`config.mk`:
```
export PLATFORM = sky130hd
export DESIGN_NAME = fwea_host
export DESIGN_NICKNAME = d
export VERILOG_FILES = /design/src/fwea_pkg.sv /design/src/fwea_cyc_if.sv /design/src/fwea_bus_cycle.sv /design/src/fwea_host.sv
export SDC_FILE = /design/constraint.sdc
export NUM_CORES = 1
export LEC_CHECK = 0
export BUFFER_PORTS_ARGS = -buffer_cell sky130_fd_sc_hd__buf_2
export CORE_UTILIZATION = 58
export DETAILED_ROUTE_END_ITERATION = 8
export HOLD_SLACK_MARGIN = 0.15
export PLACE_DENSITY = 0.79
export SLEW_MARGIN = 10
export SYNTH_ARGS = -nofsm -noshare
export SYNTH_HDL_FRONTEND = slang
export SYNTH_SLANG_ARGS = --single-unit
```
`constraint.sdc`:
```
create_clock -name clock_in -period 2.7 [get_ports clock_in]
set_input_delay 0.135 -clock clock_in [delete_from_list [all_inputs] [get_ports clock_in]]
set_output_delay 0.135 -clock clock_in [all_outputs]
set_load 0.02 [all_outputs]
```
`src/fwea_pkg.sv`:
```
/*
  Shared constants and types for the flash write and erase host controller.
  Assumes a 40 MHz system clock and an 8-bit flash with 64 Kbyte blocks.
*/
package fwea_pkg;
  localparam int ADDR_W = 20;
  localparam int DATA_W = 8;
  localparam int BLK_LSB = 16;
  localparam int BLK_W = 4;
  localparam int CNT_W = 6;
  localparam int CLK_PERIOD_NS = 25;
  localparam int SYNC_STAGES = 2;
  localparam int T_WE_LOW_NS = 50;
  localparam int T_ACC_NS = 85;
  localparam int T_RDVALID_NS = 400;
  localparam int T_WAKE_NS = 1000;
  localparam int WE_LOW_CYC = (T_WE_LOW_NS + CLK_PERIOD_NS - 1) / CLK_PERIOD_NS;
  localparam int RD_CYC =
    (T_ACC_NS + CLK_PERIOD_NS - 1) / CLK_PERIOD_NS + SYNC_STAGES;
  localparam int RDVALID_CYC =
    (T_RDVALID_NS + CLK_PERIOD_NS - 1) / CLK_PERIOD_NS;
  localparam int WAKE_CYC = (T_WAKE_NS + CLK_PERIOD_NS - 1) / CLK_PERIOD_NS;
  localparam int SETTLE_CYC = 4;
  localparam logic [7:0] CMD_READ_ARRAY = 8'h01;
  localparam logic [7:0] CMD_READ_STATUS = 8'h02;
  localparam logic [7:0] CMD_PROG_SETUP = 8'h03;
  localparam logic [7:0] CMD_ERASE_SETUP = 8'h04;
  localparam logic [7:0] CMD_ERASE_CONFIRM = 8'h05;
  localparam logic [7:0] CMD_SUSPEND = 8'h06;
  localparam logic [7:0] CMD_RESUME = 8'h07;

  typedef enum logic [2:0] {
    OP_READ = 3'h0,
    OP_STATUS = 3'h1,
    OP_PROGRAM = 3'h2,
    OP_ERASE = 3'h3,
    OP_SUSPEND = 3'h4,
    OP_RESUME = 3'h5,
    OP_POWERDOWN = 3'h6,
    OP_WAKE = 3'h7
  } fwea_op_t;

  typedef struct packed {
    logic valid;
    logic rd;
    logic wait_rdy;
    logic use_data;
    logic [7:0] code;
  } fwea_step_t;
endpackage

```
`src/fwea_cyc_if.sv`:
```
/*
  Carrier for one flash bus cycle between the controller and the pin driver.
  Assumes both ends run on the same clock.
*/
`timescale 1ns/10ps
interface fwea_cyc_if;
  logic req;
  logic wr;
  logic done;
  logic [fwea_pkg::ADDR_W-1:0] addr;
  logic [fwea_pkg::DATA_W-1:0] wdata;
  logic [fwea_pkg::DATA_W-1:0] rdata;
  modport ctrl (output req, output wr, output addr, output wdata,
    input done, input rdata);
  modport seq (input req, input wr, input addr, input wdata,
    output done, output rdata);
endinterface

```
`src/fwea_bus_cycle.sv`:
```
/*
  Flash pin driver that runs one write or read bus cycle per request.
  Assumes the request arrives only while no cycle is running.
*/
`timescale 1ns/10ps
module fwea_bus_cycle (
  input wire logic clock_in,
  input wire logic rst_b_in,
  fwea_cyc_if.seq cyc,
  input wire logic [fwea_pkg::DATA_W-1:0] flash_dq_in,
  output logic [fwea_pkg::ADDR_W-1:0] flash_addr_out,
  output logic [fwea_pkg::DATA_W-1:0] flash_dq_out,
  output logic flash_dq_oe_b_out,
  output logic flash_ce_b_out,
  output logic flash_oe_b_out,
  output logic flash_we_b_out
);
  typedef enum logic [4:0] {
    BC_IDLE = 5'h01,
    BC_SETUP = 5'h02,
    BC_STROBE = 5'h04,
    BC_HOLD = 5'h08,
    BC_READ = 5'h10
  } fwea_bc_state_t;

  fwea_bc_state_t state_ff;
  logic [fwea_pkg::CNT_W-1:0] cnt_ff;
  logic [fwea_pkg::DATA_W-1:0] dq_meta_ff;
  logic [fwea_pkg::DATA_W-1:0] dq_sync_ff;

  // Read data is synchronised before it is captured.
  always_ff @(posedge clock_in or negedge rst_b_in) begin
    if (!rst_b_in) begin
      dq_meta_ff <= 8'h00;
      dq_sync_ff <= 8'h00;
    end else begin
      dq_meta_ff <= flash_dq_in;
      dq_sync_ff <= dq_meta_ff;
    end
  end

  // Cycle sequencing and its timing counter.
  always_ff @(posedge clock_in or negedge rst_b_in) begin
    if (!rst_b_in) begin
      state_ff <= BC_IDLE;
      cnt_ff <= 6'h00;
    end else begin
      unique case (state_ff)
        BC_IDLE: begin
          if (cyc.req) begin
            state_ff <= cyc.wr ? BC_SETUP : BC_READ;
            cnt_ff <= fwea_pkg::CNT_W'(fwea_pkg::RD_CYC);
          end
        end
        BC_SETUP: begin
          state_ff <= BC_STROBE;
          cnt_ff <= fwea_pkg::CNT_W'(fwea_pkg::WE_LOW_CYC - 1);
        end
        BC_STROBE: begin
          if (cnt_ff == 6'h00) begin
            state_ff <= BC_HOLD;
          end else begin
            cnt_ff <= cnt_ff - 6'h01;
          end
        end
        BC_HOLD: state_ff <= BC_IDLE;
        BC_READ: begin
          if (cnt_ff == 6'h00) begin
            state_ff <= BC_IDLE;
          end else begin
            cnt_ff <= cnt_ff - 6'h01;
          end
        end
      endcase
    end
  end

  // Pin levels; address and data stand until after the write strobe rises.
  always_ff @(posedge clock_in or negedge rst_b_in) begin
    if (!rst_b_in) begin
      flash_addr_out <= 20'h00000;
      flash_dq_out <= 8'h00;
      flash_dq_oe_b_out <= 1'b1;
      flash_ce_b_out <= 1'b1;
      flash_oe_b_out <= 1'b1;
      flash_we_b_out <= 1'b1;
      cyc.done <= 1'b0;
      cyc.rdata <= 8'h00;
    end else begin
      cyc.done <= 1'b0;
      unique case (state_ff)
        BC_IDLE: begin
          if (cyc.req) begin
            flash_addr_out <= cyc.addr;
            flash_ce_b_out <= 1'b0;
            flash_dq_out <= cyc.wdata;
            flash_dq_oe_b_out <= !cyc.wr;
            flash_oe_b_out <= cyc.wr;
          end
        end
        BC_SETUP: flash_we_b_out <= 1'b0;
        BC_STROBE: begin
          if (cnt_ff == 6'h00) begin
            flash_we_b_out <= 1'b1;
          end
        end
        BC_HOLD: begin
          flash_ce_b_out <= 1'b1;
          flash_dq_oe_b_out <= 1'b1;
          cyc.done <= 1'b1;
        end
        BC_READ: begin
          if (cnt_ff == 6'h00) begin
            cyc.rdata <= dq_sync_ff;
            flash_ce_b_out <= 1'b1;
            flash_oe_b_out <= 1'b1;
            cyc.done <= 1'b1;
          end
        end
      endcase
    end
  end

  a_we_rise_latch: assert property (
    @(posedge clock_in) disable iff (!rst_b_in)
    $rose(flash_we_b_out) |-> !flash_ce_b_out && !flash_dq_oe_b_out
      && $stable(flash_addr_out) ##1 flash_ce_b_out)
    else $error("Write strobe rose without stable address and data.");

  a_idle_standby: assert property (
    @(posedge clock_in) disable iff (!rst_b_in)
    (state_ff == BC_IDLE) && !cyc.req |=> flash_ce_b_out)
    else $error("Chip select held low while no cycle runs.");
endmodule

```
`src/fwea_host.sv`:
```
/*
  Host controller that drives an 8-bit block-erasable flash through its pins.
  Assumes a single clock and a command requester on the same clock.
*/
`timescale 1ns/10ps
// Function
// - Each write or erase is started by two command writes.
// - Erase may be suspended to read other blocks.
// - Wait 400 ns after reset/powerdown rises before reading.
// - Program zero only for bits going from one to zero.
module fwea_host (
  input wire logic clock_in,
  input wire logic rst_b_in,
  input wire logic cmd_valid_in,
  input wire logic [2:0] cmd_op_in,
  input wire logic [fwea_pkg::ADDR_W-1:0] cmd_addr_in,
  input wire logic [fwea_pkg::DATA_W-1:0] cmd_data_in,
  output logic cmd_ready_out,
  output logic rsp_valid_out,
  output logic rsp_error_out,
  output logic [fwea_pkg::DATA_W-1:0] rsp_data_out,
  output logic busy_out,
  output logic suspended_out,
  output logic [fwea_pkg::ADDR_W-1:0] flash_addr_out,
  output logic [fwea_pkg::DATA_W-1:0] flash_dq_out,
  output logic flash_dq_oe_b_out,
  input wire logic [fwea_pkg::DATA_W-1:0] flash_dq_in,
  output logic flash_ce_b_out,
  output logic flash_oe_b_out,
  output logic flash_we_b_out,
  output logic reset_powerdown_n_out,
  input wire logic ready_busy_n_in
);
  typedef enum logic [6:0] {
    ST_PD = 7'h01,
    ST_WAKE = 7'h02,
    ST_IDLE = 7'h04,
    ST_ISSUE = 7'h08,
    ST_CYC = 7'h10,
    ST_SUSPW = 7'h20,
    ST_RESP = 7'h40
  } fwea_state_t;

  // Bus steps of each operation.
  function automatic fwea_pkg::fwea_step_t fwea_step(
    input fwea_pkg::fwea_op_t op, input logic [2:0] step);
    fwea_pkg::fwea_step_t s;
    s = '0;
    unique case (op)
      fwea_pkg::OP_READ, fwea_pkg::OP_STATUS: begin
        case (step)
          3'h0: s = {4'b1000, (op == fwea_pkg::OP_READ) ?
            fwea_pkg::CMD_READ_ARRAY : fwea_pkg::CMD_READ_STATUS};
          3'h1: s = {4'b1100, 8'h00};
          default: s = '0;
        endcase
      end
      fwea_pkg::OP_PROGRAM: begin
        case (step)
          3'h0: s = {4'b1000, fwea_pkg::CMD_READ_ARRAY};
          3'h1: s = {4'b1100, 8'h00};
          3'h2: s = {4'b1000, fwea_pkg::CMD_PROG_SETUP};
          3'h3: s = {4'b1001, 8'h00};
          default: s = '0;
        endcase
      end
      fwea_pkg::OP_ERASE: begin
        case (step)
          3'h0: s = {4'b1000, fwea_pkg::CMD_ERASE_SETUP};
          3'h1: s = {4'b1000, fwea_pkg::CMD_ERASE_CONFIRM};
          default: s = '0;
        endcase
      end
      fwea_pkg::OP_SUSPEND: begin
        case (step)
          3'h0: s = {4'b1000, fwea_pkg::CMD_SUSPEND};
          3'h1: s = {4'b1010, 8'h00};
          3'h2: s = {4'b1000, fwea_pkg::CMD_READ_STATUS};
          3'h3: s = {4'b1100, 8'h00};
          default: s = '0;
        endcase
      end
      fwea_pkg::OP_RESUME: begin
        case (step)
          3'h0: s = {4'b1000, fwea_pkg::CMD_RESUME};
          default: s = '0;
        endcase
      end
      fwea_pkg::OP_POWERDOWN, fwea_pkg::OP_WAKE: s = '0;
    endcase
    return s;
  endfunction

  // Whether an operation may start in the present engine condition.
  function automatic logic fwea_legal(input fwea_pkg::fwea_op_t op,
    input logic [fwea_pkg::BLK_W-1:0] blk, input logic active,
    input logic susp, input logic erasing, input logic [3:0] ers_blk);
    logic ok;
    ok = 1'b0;
    unique case (op)
      fwea_pkg::OP_READ: ok = !(active && !susp) &&
        !(susp && blk == ers_blk);
      fwea_pkg::OP_STATUS, fwea_pkg::OP_POWERDOWN: ok = 1'b1;
      fwea_pkg::OP_PROGRAM, fwea_pkg::OP_ERASE: ok = !active;
      fwea_pkg::OP_SUSPEND: ok = active && erasing && !susp;
      fwea_pkg::OP_RESUME: ok = susp;
      fwea_pkg::OP_WAKE: ok = 1'b0;
    endcase
    return ok;
  endfunction

  fwea_cyc_if cyc ();
  fwea_state_t state_ff;
  fwea_state_t nxt_state;
  fwea_pkg::fwea_op_t op_ff;
  fwea_pkg::fwea_op_t cmd_op;
  fwea_pkg::fwea_step_t cur;
  logic [2:0] step_ff;
  logic [fwea_pkg::ADDR_W-1:0] addr_ff;
  logic [fwea_pkg::DATA_W-1:0] data_ff;
  logic [fwea_pkg::DATA_W-1:0] old_ff;
  logic cur_rd_ff;
  logic cur_use_ff;
  logic [fwea_pkg::CNT_W-1:0] wake_cnt_ff;
  logic [fwea_pkg::CNT_W-1:0] settle_ff;
  logic [fwea_pkg::BLK_W-1:0] ers_blk_ff;
  logic erasing_ff;
  logic rb_meta_ff;
  logic rb_sync_ff;
  logic take;
  logic refuse;
  logic launch;
  logic [fwea_pkg::CNT_W-1:0] hlp_rp_cnt_ff;

  assign cmd_op = fwea_pkg::fwea_op_t'(cmd_op_in);
  assign take = cmd_valid_in && cmd_ready_out;
  assign cur = fwea_step(op_ff, step_ff);
  assign launch = (state_ff == ST_ISSUE) && !cur.valid &&
    (op_ff == fwea_pkg::OP_PROGRAM || op_ff == fwea_pkg::OP_ERASE);
  assign refuse = take && (((state_ff == ST_PD) && cmd_op !=
    fwea_pkg::OP_WAKE) || ((state_ff == ST_IDLE) && !fwea_legal(cmd_op,
    cmd_addr_in[fwea_pkg::BLK_LSB +: fwea_pkg::BLK_W], busy_out,
    suspended_out, erasing_ff, ers_blk_ff)));

  always_comb begin
    nxt_state = state_ff;
    unique case (state_ff)
      ST_PD: if (take && cmd_op == fwea_pkg::OP_WAKE) nxt_state = ST_WAKE;
      ST_WAKE: if (wake_cnt_ff == 6'h00) nxt_state = ST_IDLE;
      ST_IDLE: begin
        if (take && cmd_op == fwea_pkg::OP_POWERDOWN) begin
          nxt_state = ST_PD;
        end else if (take && !refuse) begin
          nxt_state = ST_ISSUE;
        end
      end
      ST_ISSUE: begin
        if (!cur.valid) begin
          nxt_state = ST_RESP;
        end else begin
          nxt_state = cur.wait_rdy ? ST_SUSPW : ST_CYC;
        end
      end
      ST_CYC: if (cyc.done) nxt_state = ST_ISSUE;
      ST_SUSPW: if (rb_sync_ff) nxt_state = ST_ISSUE;
      ST_RESP: nxt_state = ST_IDLE;
    endcase
  end

  // Ready/busy from the device is synchronised before use.
  always_ff @(posedge clock_in or negedge rst_b_in) begin
    if (!rst_b_in) begin
      rb_meta_ff <= 1'b0;
      rb_sync_ff <= 1'b0;
    end else begin
      rb_meta_ff <= ready_busy_n_in;
      rb_sync_ff <= rb_meta_ff;
    end
  end

  // Sequencer state, step pointer and captured request.
  always_ff @(posedge clock_in or negedge rst_b_in) begin
    if (!rst_b_in) begin
      state_ff <= ST_WAKE;
      step_ff <= 3'h0;
      op_ff <= fwea_pkg::OP_READ;
      addr_ff <= 20'h00000;
      data_ff <= 8'h00;
      cmd_ready_out <= 1'b0;
    end else begin
      state_ff <= nxt_state;
      cmd_ready_out <= (nxt_state == ST_IDLE) || (nxt_state == ST_PD);
      if (state_ff == ST_IDLE && nxt_state == ST_ISSUE) begin
        op_ff <= cmd_op;
        addr_ff <= cmd_addr_in;
        data_ff <= cmd_data_in;
        step_ff <= 3'h0;
      end else if ((state_ff == ST_CYC && cyc.done) ||
        (state_ff == ST_SUSPW && rb_sync_ff)) begin
        step_ff <= step_ff + 3'h1;
      end
    end
  end

  // Bus cycle requests to the pin driver.
  always_ff @(posedge clock_in or negedge rst_b_in) begin
    if (!rst_b_in) begin
      cyc.req <= 1'b0;
      cyc.wr <= 1'b0;
      cyc.addr <= 20'h00000;
      cyc.wdata <= 8'h00;
      cur_rd_ff <= 1'b0;
      cur_use_ff <= 1'b0;
      old_ff <= 8'h00;
    end else begin
      cyc.req <= (state_ff == ST_ISSUE) && cur.valid && !cur.wait_rdy;
      if (state_ff == ST_ISSUE) begin
        cyc.wr <= !cur.rd;
        cyc.addr <= addr_ff;
        cyc.wdata <= cur.use_data ? (data_ff | ~old_ff) : cur.code;
        cur_rd_ff <= cur.rd;
        cur_use_ff <= cur.use_data;
      end
      if (state_ff == ST_CYC && cyc.done && cur_rd_ff) begin
        old_ff <= cyc.rdata;
      end
    end
  end

  // Responses to the requester.
  always_ff @(posedge clock_in or negedge rst_b_in) begin
    if (!rst_b_in) begin
      rsp_valid_out <= 1'b0;
      rsp_error_out <= 1'b0;
      rsp_data_out <= 8'h00;
    end else begin
      rsp_valid_out <= (state_ff == ST_RESP) || refuse ||
        (take && !refuse && (cmd_op == fwea_pkg::OP_POWERDOWN ||
        cmd_op == fwea_pkg::OP_WAKE));
      rsp_error_out <= refuse;
      if (state_ff == ST_CYC && cyc.done && cur_rd_ff) begin
        rsp_data_out <= cyc.rdata;
      end
    end
  end

  // Power control and wake timing.
  always_ff @(posedge clock_in or negedge rst_b_in) begin
    if (!rst_b_in) begin
      reset_powerdown_n_out <= 1'b0;
      wake_cnt_ff <= fwea_pkg::CNT_W'(fwea_pkg::WAKE_CYC);
    end else begin
      reset_powerdown_n_out <= (nxt_state != ST_PD);
      if (state_ff == ST_PD) begin
        wake_cnt_ff <= fwea_pkg::CNT_W'(fwea_pkg::WAKE_CYC);
      end else if (reset_powerdown_n_out && wake_cnt_ff != 6'h00) begin
        wake_cnt_ff <= wake_cnt_ff - 6'h01;
      end
    end
  end

  // Engine activity as seen from the host.
  always_ff @(posedge clock_in or negedge rst_b_in) begin
    if (!rst_b_in) begin
      busy_out <= 1'b0;
      suspended_out <= 1'b0;
      erasing_ff <= 1'b0;
      ers_blk_ff <= 4'h0;
      settle_ff <= 6'h00;
    end else if (!reset_powerdown_n_out) begin
      busy_out <= 1'b0;
      suspended_out <= 1'b0;
      erasing_ff <= 1'b0;
      settle_ff <= 6'h00;
    end else if (launch) begin
      busy_out <= 1'b1;
      erasing_ff <= (op_ff == fwea_pkg::OP_ERASE);
      ers_blk_ff <= addr_ff[fwea_pkg::BLK_LSB +: fwea_pkg::BLK_W];
      settle_ff <= fwea_pkg::CNT_W'(fwea_pkg::SETTLE_CYC);
    end else if (state_ff == ST_ISSUE && !cur.valid &&
      op_ff == fwea_pkg::OP_SUSPEND) begin
      suspended_out <= 1'b1;
    end else if (state_ff == ST_ISSUE && !cur.valid &&
      op_ff == fwea_pkg::OP_RESUME) begin
      suspended_out <= 1'b0;
      settle_ff <= fwea_pkg::CNT_W'(fwea_pkg::SETTLE_CYC);
    end else if (settle_ff != 6'h00) begin
      settle_ff <= settle_ff - 6'h01;
    end else if (busy_out && !suspended_out && rb_sync_ff &&
      op_ff != fwea_pkg::OP_SUSPEND) begin
      busy_out <= 1'b0;
    end
  end

  // Cycles since reset/powerdown last rose, saturating.
  always_ff @(posedge clock_in or negedge rst_b_in) begin
    if (!rst_b_in) begin
      hlp_rp_cnt_ff <= 6'h00;
    end else if (!reset_powerdown_n_out) begin
      hlp_rp_cnt_ff <= 6'h00;
    end else if (hlp_rp_cnt_ff != 6'h3F) begin
      hlp_rp_cnt_ff <= hlp_rp_cnt_ff + 6'h01;
    end
  end

  fwea_bus_cycle u_bus_cycle (
    .clock_in(clock_in),
    .rst_b_in(rst_b_in),
    .cyc(cyc.seq),
    .flash_dq_in(flash_dq_in),
    .flash_addr_out(flash_addr_out),
    .flash_dq_out(flash_dq_out),
    .flash_dq_oe_b_out(flash_dq_oe_b_out),
    .flash_ce_b_out(flash_ce_b_out),
    .flash_oe_b_out(flash_oe_b_out),
    .flash_we_b_out(flash_we_b_out)
  );

  a_wake_cmd_gap: assert property (
    @(posedge clock_in) disable iff (!rst_b_in)
    !flash_we_b_out |-> hlp_rp_cnt_ff >= 6'h28)
    else $error("Command written before the wake time elapsed.");
  a_wake_read_gap: assert property (
    @(posedge clock_in) disable iff (!rst_b_in)
    !flash_oe_b_out |-> hlp_rp_cnt_ff >= 6'h10)
    else $error("Read started before outputs were valid.");
  a_pd_no_access: assert property (
    @(posedge clock_in) disable iff (!rst_b_in)
    !reset_powerdown_n_out |-> flash_we_b_out && flash_oe_b_out)
    else $error("Bus access during deep powerdown.");
  a_pd_clears: assert property (
    @(posedge clock_in) disable iff (!rst_b_in)
    !reset_powerdown_n_out |=> !busy_out && !suspended_out)
    else $error("Engine state survived powerdown.");
  a_busy_refuse: assert property (
    @(posedge clock_in) disable iff (!rst_b_in)
    take && busy_out && (cmd_op == fwea_pkg::OP_PROGRAM ||
      cmd_op == fwea_pkg::OP_ERASE) |=> rsp_valid_out && rsp_error_out)
    else $error("Write or erase accepted while engine busy.");
  a_erase_two_writes: assert property (
    @(posedge clock_in) disable iff (!rst_b_in)
    $rose(busy_out) |-> $past(cyc.done, 2) && erasing_ff == (op_ff ==
      fwea_pkg::OP_ERASE) ##1 busy_out[*4])
    else $error("Engine marked busy without a completed command pair.");
  a_susp_other_blk: assert property (
    @(posedge clock_in) disable iff (!rst_b_in)
    cyc.req && suspended_out && !cyc.wr |->
      cyc.addr[fwea_pkg::BLK_LSB +: fwea_pkg::BLK_W] != ers_blk_ff)
    else $error("Read from the block under suspended erase.");
  a_prog_mask: assert property (
    @(posedge clock_in) disable iff (!rst_b_in)
    cyc.req && cur_use_ff |-> (~cyc.wdata & ~old_ff) == 8'h00)
    else $error("Programmed zero onto a bit already zero.");
  a_busy_release: assert property (
    @(posedge clock_in) disable iff (!rst_b_in)
    busy_out && !suspended_out && settle_ff == 6'h00 && rb_sync_ff &&
      reset_powerdown_n_out && !launch && op_ff != fwea_pkg::OP_SUSPEND
      |=> !busy_out)
    else $error("Busy held after the engine reported ready.");
endmodule

```
==> results of run 1 <==
[power groups by stage]
stage               Clock [W]  Sequential, W  Combinational, W
floorplan                   0        0.00385           0.00223
global placement            0        0.00398           0.00265
detailed placement          0        0.00404           0.00276
CTS                   0.00235        0.00400           0.00284
global route          0.00247        0.00412           0.00321
finish                0.00231        0.00402           0.00288
[cell type report]
class | count | area [µm²]
flip-flops and latches | 173 | 4340
fillers | 862 | 3540
multi-input cells | 417 | 2990
repair buffers | 139 | 960
clock buffers | 24 | 462
well taps | 172 | 215
clock inverters | 8 | 93.8
inverters | 19 | 71.3
[cell usage after synthesis, types with 3 or more instances]
cell | count | area share
nor2_1 | 42 | 0.021
a211oi_1 | 4 | 0.0040
nand3b_1 | 3 | 0.0030
o221ai_1 | 3 | 0.0035
o311ai_0 | 3 | 0.0035
xnor2_1 | 7 | 0.0081
buf_1 | 6 | 0.0030
nand2b_1 | 3 | 0.0025
nand4_1 | 5 | 0.0041
dfstp_2 | 8 | 0.028
o31ai_1 | 7 | 0.0070
mux2i_1 | 6 | 0.0080
and2_1 | 4 | 0.0033
nor2b_1 | 13 | 0.011
nand2_1 | 98 | 0.049
o21ai_0 | 17 | 0.011
buf_6 | 3 | 0.0045
ha_1 | 10 | 0.017
a21o_1 | 3 | 0.0030
nand4b_1 | 3 | 0.0035
a21oi_1 | 10 | 0.0066
nand3_1 | 16 | 0.011
and3_1 | 6 | 0.0050
mux2_2 | 54 | 0.081
o21a_1 | 4 | 0.0040
xor2_1 | 10 | 0.012
clkbuf_1 | 12 | 0.0060
inv_1 | 19 | 0.0095
dfrtp_1 | 165 | 0.55
a31oi_1 | 5 | 0.0041
buf_2 | 6 | 0.0040
mux2_4 | 25 | 0.050
o211ai_1 | 4 | 0.0040
nor3_1 | 9 | 0.0060
[layer usage]
layer  wire [µm]  GRT usage  vias to the layer above
met2        7810      0.417                      173
met5           0          0                        -
met3         752     0.0565                       43
li1            -          -                     2499
met1        6480      0.321                     2607
met4         376      0.103                        0
[flip-flops by register name (all words and copies together) (netlist names), 7 cells and up]
register	count
data_ff	8
addr_ff	20
state_ff	7
u_bus_cycle.dq_meta_ff	8
u_bus_cycle.flash_addr_out	20
u_bus_cycle.flash_dq_out	8
cyc.wdata	8
u_bus_cycle.cyc.rdata	8
rsp_data_out	8
cyc.addr	20
u_bus_cycle.dq_sync_ff	8
[path summary, 6_finish.rpt]
kind,end,slack [ns],cells after the start,from
max,addr_ff[14],0.41,6,state_ff[3]
min,u_bus_cycle.dq_meta_ff[5],0.29,2,rst_b_in
max reg2reg,addr_ff[14],0.41,6,state_ff[3]
min reg2reg,u_bus_cycle.dq_sync_ff[4],0.35,0,u_bus_cycle.dq_meta_ff[4]
max in group asynchronous,addr_ff[2],1.49,3,rst_b_in
min in group clock_in,u_bus_cycle.dq_sync_ff[4],0.35,0,u_bus_cycle.dq_meta_ff[4]
[per-stage QoR]
step / hold slack (ns) / util / instance area (µm²) / cells
2_1_floorplan: -0.161 / - / 7540 / 638
3_3_place_gp: 0.195 / 0.644 / 8150 / 878
3_5_place_dp: 0.204 / 0.644 / 8150 / 878
4_1_cts: 0.317 / 0.721 / 9130 / 952
5_1_grt: 0.336 / 0.721 / 9140 / 952
6_report: 0.290 / 0.721 / 9140 / 952
[cells in the final DEF, fill, tap and decap left out, types with 8 or more instances in the layout]
cell type / instances
nor3_1: 9
nand2_1: 98
clkbuf_16: 17
mux2_4: 25
a21oi_1: 10
o21ai_0: 17
xor2_1: 10
buf_2: 87
nand3_1: 16
dfrtp_1: 165
mux2_2: 54
dfstp_2: 8
ha_1: 10
nor2_1: 42
dlygate4sd3_1: 42
nor2b_1: 13
inv_1: 19
[cells by family after synthesis]
| group | count (synthesis) | synth area share |
|---|---|---|
| muxes | 85 | 0.138 |
| buffers and inverters | 48 | 0.0285 |
| xor gates and xnor gates | 17 | 0.0197 |
| and+or+nand+nor | 217 | 0.137 |
| DFF | 173 | 0.575 |
| adders and majority gates | 10 | 0.0166 |
| AOI/OAI and AO/OA | 88 | 0.0843 |
[repair_timing]
item                       in CTS  in global routing
setup endpoints to repair       0                  1
hold buffers                   42                  0
hold endpoints to repair      111                  0
gates resized for setup         0                  1
==> results.ini, run 1 <==
[yosys]
syn_area_mm2 = 0.00754
yosysSeqAreaShare = 0.575
synth_warnings = 0
synth-edff-count = 0
avgSynthCellArea_um2 = 11.8
async_flop_share = 1.00
synth_ff_type = dfrtp_1
yosys_register_bits = 173
synth.distinct_cells = 68
syn-num-nets = 691
netlist_instances = 638

[setup_path]
cp-start-kind = register
worstPathRequired_ns = 3.01
endpoint_kind = register
cp_max_fo = 12
arrival_ns = 2.60
crit_path_max_incr_delay_ns = 0.48
criticalPathCategory = reg -> reg
critical-path-top-delay-family = simple AND/OR/NAND/NOR gates
path_cells = nor4b_2 > and2_1 > nand2_2 > nor3_4 > buf_4 > mux2_4
cp_slowest_cell = dfrtp_1
path_buf_inv = 1

[sta]
fmax_mhz = 436
fin_skew_ns = 0.00784
hold_viol_final = 0
worst_pin_slew_ns = 0.683
finalCritPeriodShare = 0.850
relSlewSlack = 0.545
fin_crit_ns = 2.29
drv_slew = 0
fin_ws_ns = 0.406
rsz0062_at_grt = false
setup_tns_ns = 0
setup_viol = 0

[final_layout]
final_nets = 820
drive_gt1_frac = 0.283
diodes = 0
area_growth_pct = 21.1

[placed_design]
post-place-ws_ns = 0.326
place.gp.congestion = 0.959
io_buffers = 88
dpl.hpwl_um = 10100

[status]
outcome = finished clean

[drt]
via_count = 5322
ant_nets = 0
dr.pass1.iters = 5
drcViolationCount = 0
drtIter0Drc = 585
wl_per_cell_um = 16.2
routed_wl_um = 15400
vias_per_cell = 5.59

[clock_tree]
post_cts_buffers = 0
cts.path.max_buffers = 2
htree_num_levels = 4
clkSinkCount = 173
clk_pin_slew_ns = 0.06
clkLatencyLatePin_ns = 0.43
cts_tree = built
cts_buffers = 17
root_buffer = clkbuf_16

[power]
internal_power_w = 0.00610
p_per_area_mw_per_mm2 = 1010
switching_share = 0.337
pwr-share-seq = 0.436
comb_power_share = 0.313
max-vdd-ir-drop_uv = 449
p_sw_w = 0.00310
total_power_w = 0.00920
clkPwrFrac = 0.251
p_leak_nw = 4.51

[floorplanning]
ioPinCount = 89
rows = 41
die_y_um = 116
core_area_mm2 = 0.0127
die_w_um = 116
start_util = 0.595
die-area_mm2 = 0.0135

[grt]
grt_pass1_wl_um = 25600
grt_usage = 0.252
grt_overflow = 0
grt_antenna_before_repair = 0
grt_max_degree = 77
first_global_vias = 5209

[worst_hold_path]
hp-class = in -> async

[flow_run]
cap_viol_max_count = 0

(Power assumes the default switching activity.)
==> run 2: changes to the inputs <==
Settings changed: CORE_UTILIZATION 58 to 52, PLACE_DENSITY 0.79 to 0.75.
Clock period 2.7 ns to 1.9 ns, I/O delays scaled along.
==> run 2 against run 1 <==
Compared with the run above:
- the flow now finishes with violations (setup timing)
- worst setup slack worse by 0.69 ns
- first-iteration DRC count shrank 36%
- final cell count rose by 8.3%
- sequential share of layout area fell by 4.7 points
- largest power group is now combinational cells
==> results.ini, run 2 (synthesis results as in run 1) <==
[final_layout]
area_growth_pct = 34.6
final_common_cell = dfrtp_1
drive_gt1_frac = 0.397  ; +0.114
diodes = 0  ; unchanged
seq_area_mm2 = 0.00435  ; +0.14%
nFillCells = 897  ; +4.1%
final_nets = 891  ; +8.7%
final_cell_mix = dfrtp_1, nand2_1, buf_2
multi_input_area_mm2 = 0.00327  ; +9.2%
largestRegisters = addr_ff: 20 flops, cyc.addr: 20 flops, u_bus_cycle.flash_addr_out: 20 flops

[floorplanning]
die_w_um = 122  ; +5.5%
core_area_mm2 = 0.0140  ; +11%
die-area_mm2 = 0.0150  ; +11%
rows = 43  ; +4.9%
die_y_um = 122  ; +5.5%
start_util = 0.537  ; -0.0581
ioPinCount = 89  ; unchanged

[clock_tree]
clk_pin_slew_ns = 0.07  ; about the same
clkLatencyLatePin_ns = 0.44  ; about the same
htree_num_levels = 4  ; unchanged
root_buffer = clkbuf_16
cts_buffers = 17  ; unchanged
clkSinkCount = 173  ; unchanged
cts.path.max_buffers = 2  ; unchanged
cts_tree = built

[setup_path]
criticalPathCategory = reg -> reg
crit_path_max_incr_delay_ns = 0.45  ; -0.03 ns
worstReg2RegEnd = settle_ff[2]
timing.rr.start = state_ff[6]
critical-path-top-delay-family = simple AND/OR/NAND/NOR gates
endpoint_kind = register
cp-start-kind = register
worstPathRequired_ns = 2.20  ; -0.81 ns
r2r_cells = 7  ; +1
cp_max_fo = 4  ; -8
ff2ff_setup_slack_ns = -0.28  ; -0.69 ns
cp_slowest_cell = dfrtp_2
path_buf_inv = 1  ; unchanged
arrival_ns = 2.48  ; -0.12 ns
path_cells = buf_6 > nor4_4 > and3_4 > nand4_1 > o211ai_1 > xor2_1 > a21oi_1

[grt]
grt_antenna_before_repair = 0  ; unchanged
grt_usage = 0.251  ; -0.000645
grt_max_degree = 48  ; -38%
grt_pass1_wl_um = 28400  ; +11%
first_global_vias = 5760  ; +11%
grt_overflow = 0  ; unchanged

[power]
total_power_w = 0.0154  ; +68%
p_per_area_mw_per_mm2 = 1520  ; +51%
max-vdd-ir-drop_uv = 934  ; +110%
p_leak_nw = 5.01  ; +11%

[status]
violations = setup timing
outcome = complete, but fails checks

[sta]
fin_ws_ns = -0.279  ; -0.685 ns
worst_pin_slew_ns = 0.453  ; -0.230 ns
fin_skew_ns = 0.00917  ; +0.00132 ns
fmax_mhz = 459  ; +5.3%
drv_slew = 0  ; unchanged
rsz0062_at_grt = true
fin_crit_ns = 2.18  ; -0.115 ns
setup_tns_ns = -6.12  ; -6.12 ns
finalCritPeriodShare = 1.15  ; +0.297
relSlewSlack = 0.698  ; +0.153
setup_viol = 46  ; +46
hold_viol_final = 0  ; unchanged

[placed_design]
io_buffers = 88  ; unchanged
dpl.hpwl_um = 11400  ; +13%
place.gp.congestion = 0.931  ; -2.9%

[drt]
wl_per_cell_um = 17.9  ; +11%
routed_wl_um = 18500  ; +20%
vias_per_cell = 5.60  ; +0.15%
drtIter0Drc = 375  ; -36%
dr.pass1.iters = 5  ; unchanged
ant_nets = 0  ; unchanged
drcViolationCount = 0  ; unchanged
via_count = 5772  ; +8.5%

[worst_hold_path]
hp-class = in -> async

[flow_run]
cap_viol_max_count = 0  ; unchanged

==> run 2: cell count changes in the layout (fill, tap and decap cells not counted), sizes merged <==
cell      delta
buf         +70
clkbuf       -3
inv          +3
bufinv       +2
clkinv       -2
clkinvlp     +1
==> run 2: worst max path at each step <==
| stage | from | to | slack (ns) | depth (start not counted) |
|---|---|---|---|---|
| 2_1_floorplan | state_ff[1] | addr_ff[0] | -0.08 | 8 |
| 3_3_place_gp | step_ff[0] | busy_out | -0.08 | 8 |
| 3_5_place_dp | step_ff[0] | busy_out | -0.24 | 8 |
| 4_1_cts | step_ff[1] | cmd_ready_out | -0.18 | 8 |
| 5_1_grt | state_ff[6] | settle_ff[2] | -0.36 | 7 |
| 6_report | state_ff[6] | settle_ff[2] | -0.28 | 7 |
==> run 2: metrics by stage <==
step	utilization	setup WS [ns]	instance area (µm²)	hold WS (ns)	instances
6_report	0.723	-0.279	10200	0.153	1031
5_1_grt	0.723	-0.361	10200	0.189	1031
4_1_cts	0.707	-0.178	9930	0.170	1023
3_5_place_dp	0.613	-0.243	8600	0.0634	935
3_3_place_gp	0.613	-0.0778	8600	0.0506	935
2_1_floorplan	-	-0.0753	7590	-0.201	638
==> run 2: layer usage <==
layer,share of wire,track usage,vias to the layer above
li1,-,-,2648
met1,0.40,0.299,2863
met2,0.51,0.434,206
met3,0.056,0.0516,55
met4,0.032,0.119,0
met5,0,0,-
==> run 2: timing repair <==
| action | CTS | global route |
|---|---|---|
| hold endpoints to repair | 211 | 0 |
| hold buffers | 42 | 0 |
| setup endpoints to repair | 44 | 64 |
| resized for setup | 35 | 31 |
| gates cloned | 2 | 1 |
| setup buffers | 12 | 8 |
| pin swaps | 19 | 12 |
==> run 2: area by class of cell <==
type / instances / share of cell area
inverters: 19 / 0.00702
clock buffers: 20 / 0.0450
clock inverters: 12 / 0.0181
multi-input cells: 417 / 0.322
repair buffers: 210 / 0.158
well taps: 180 / 0.0222
flip-flops and latches: 173 / 0.428
==> run 2: report_power, final <==
group          internal [W]  total [W]  leakage (nW)  switching, W
Sequential          0.00479    0.00570          2.21      0.000911
Clock               0.00229    0.00375         0.313       0.00147
Combinational       0.00304    0.00595          2.49       0.00291
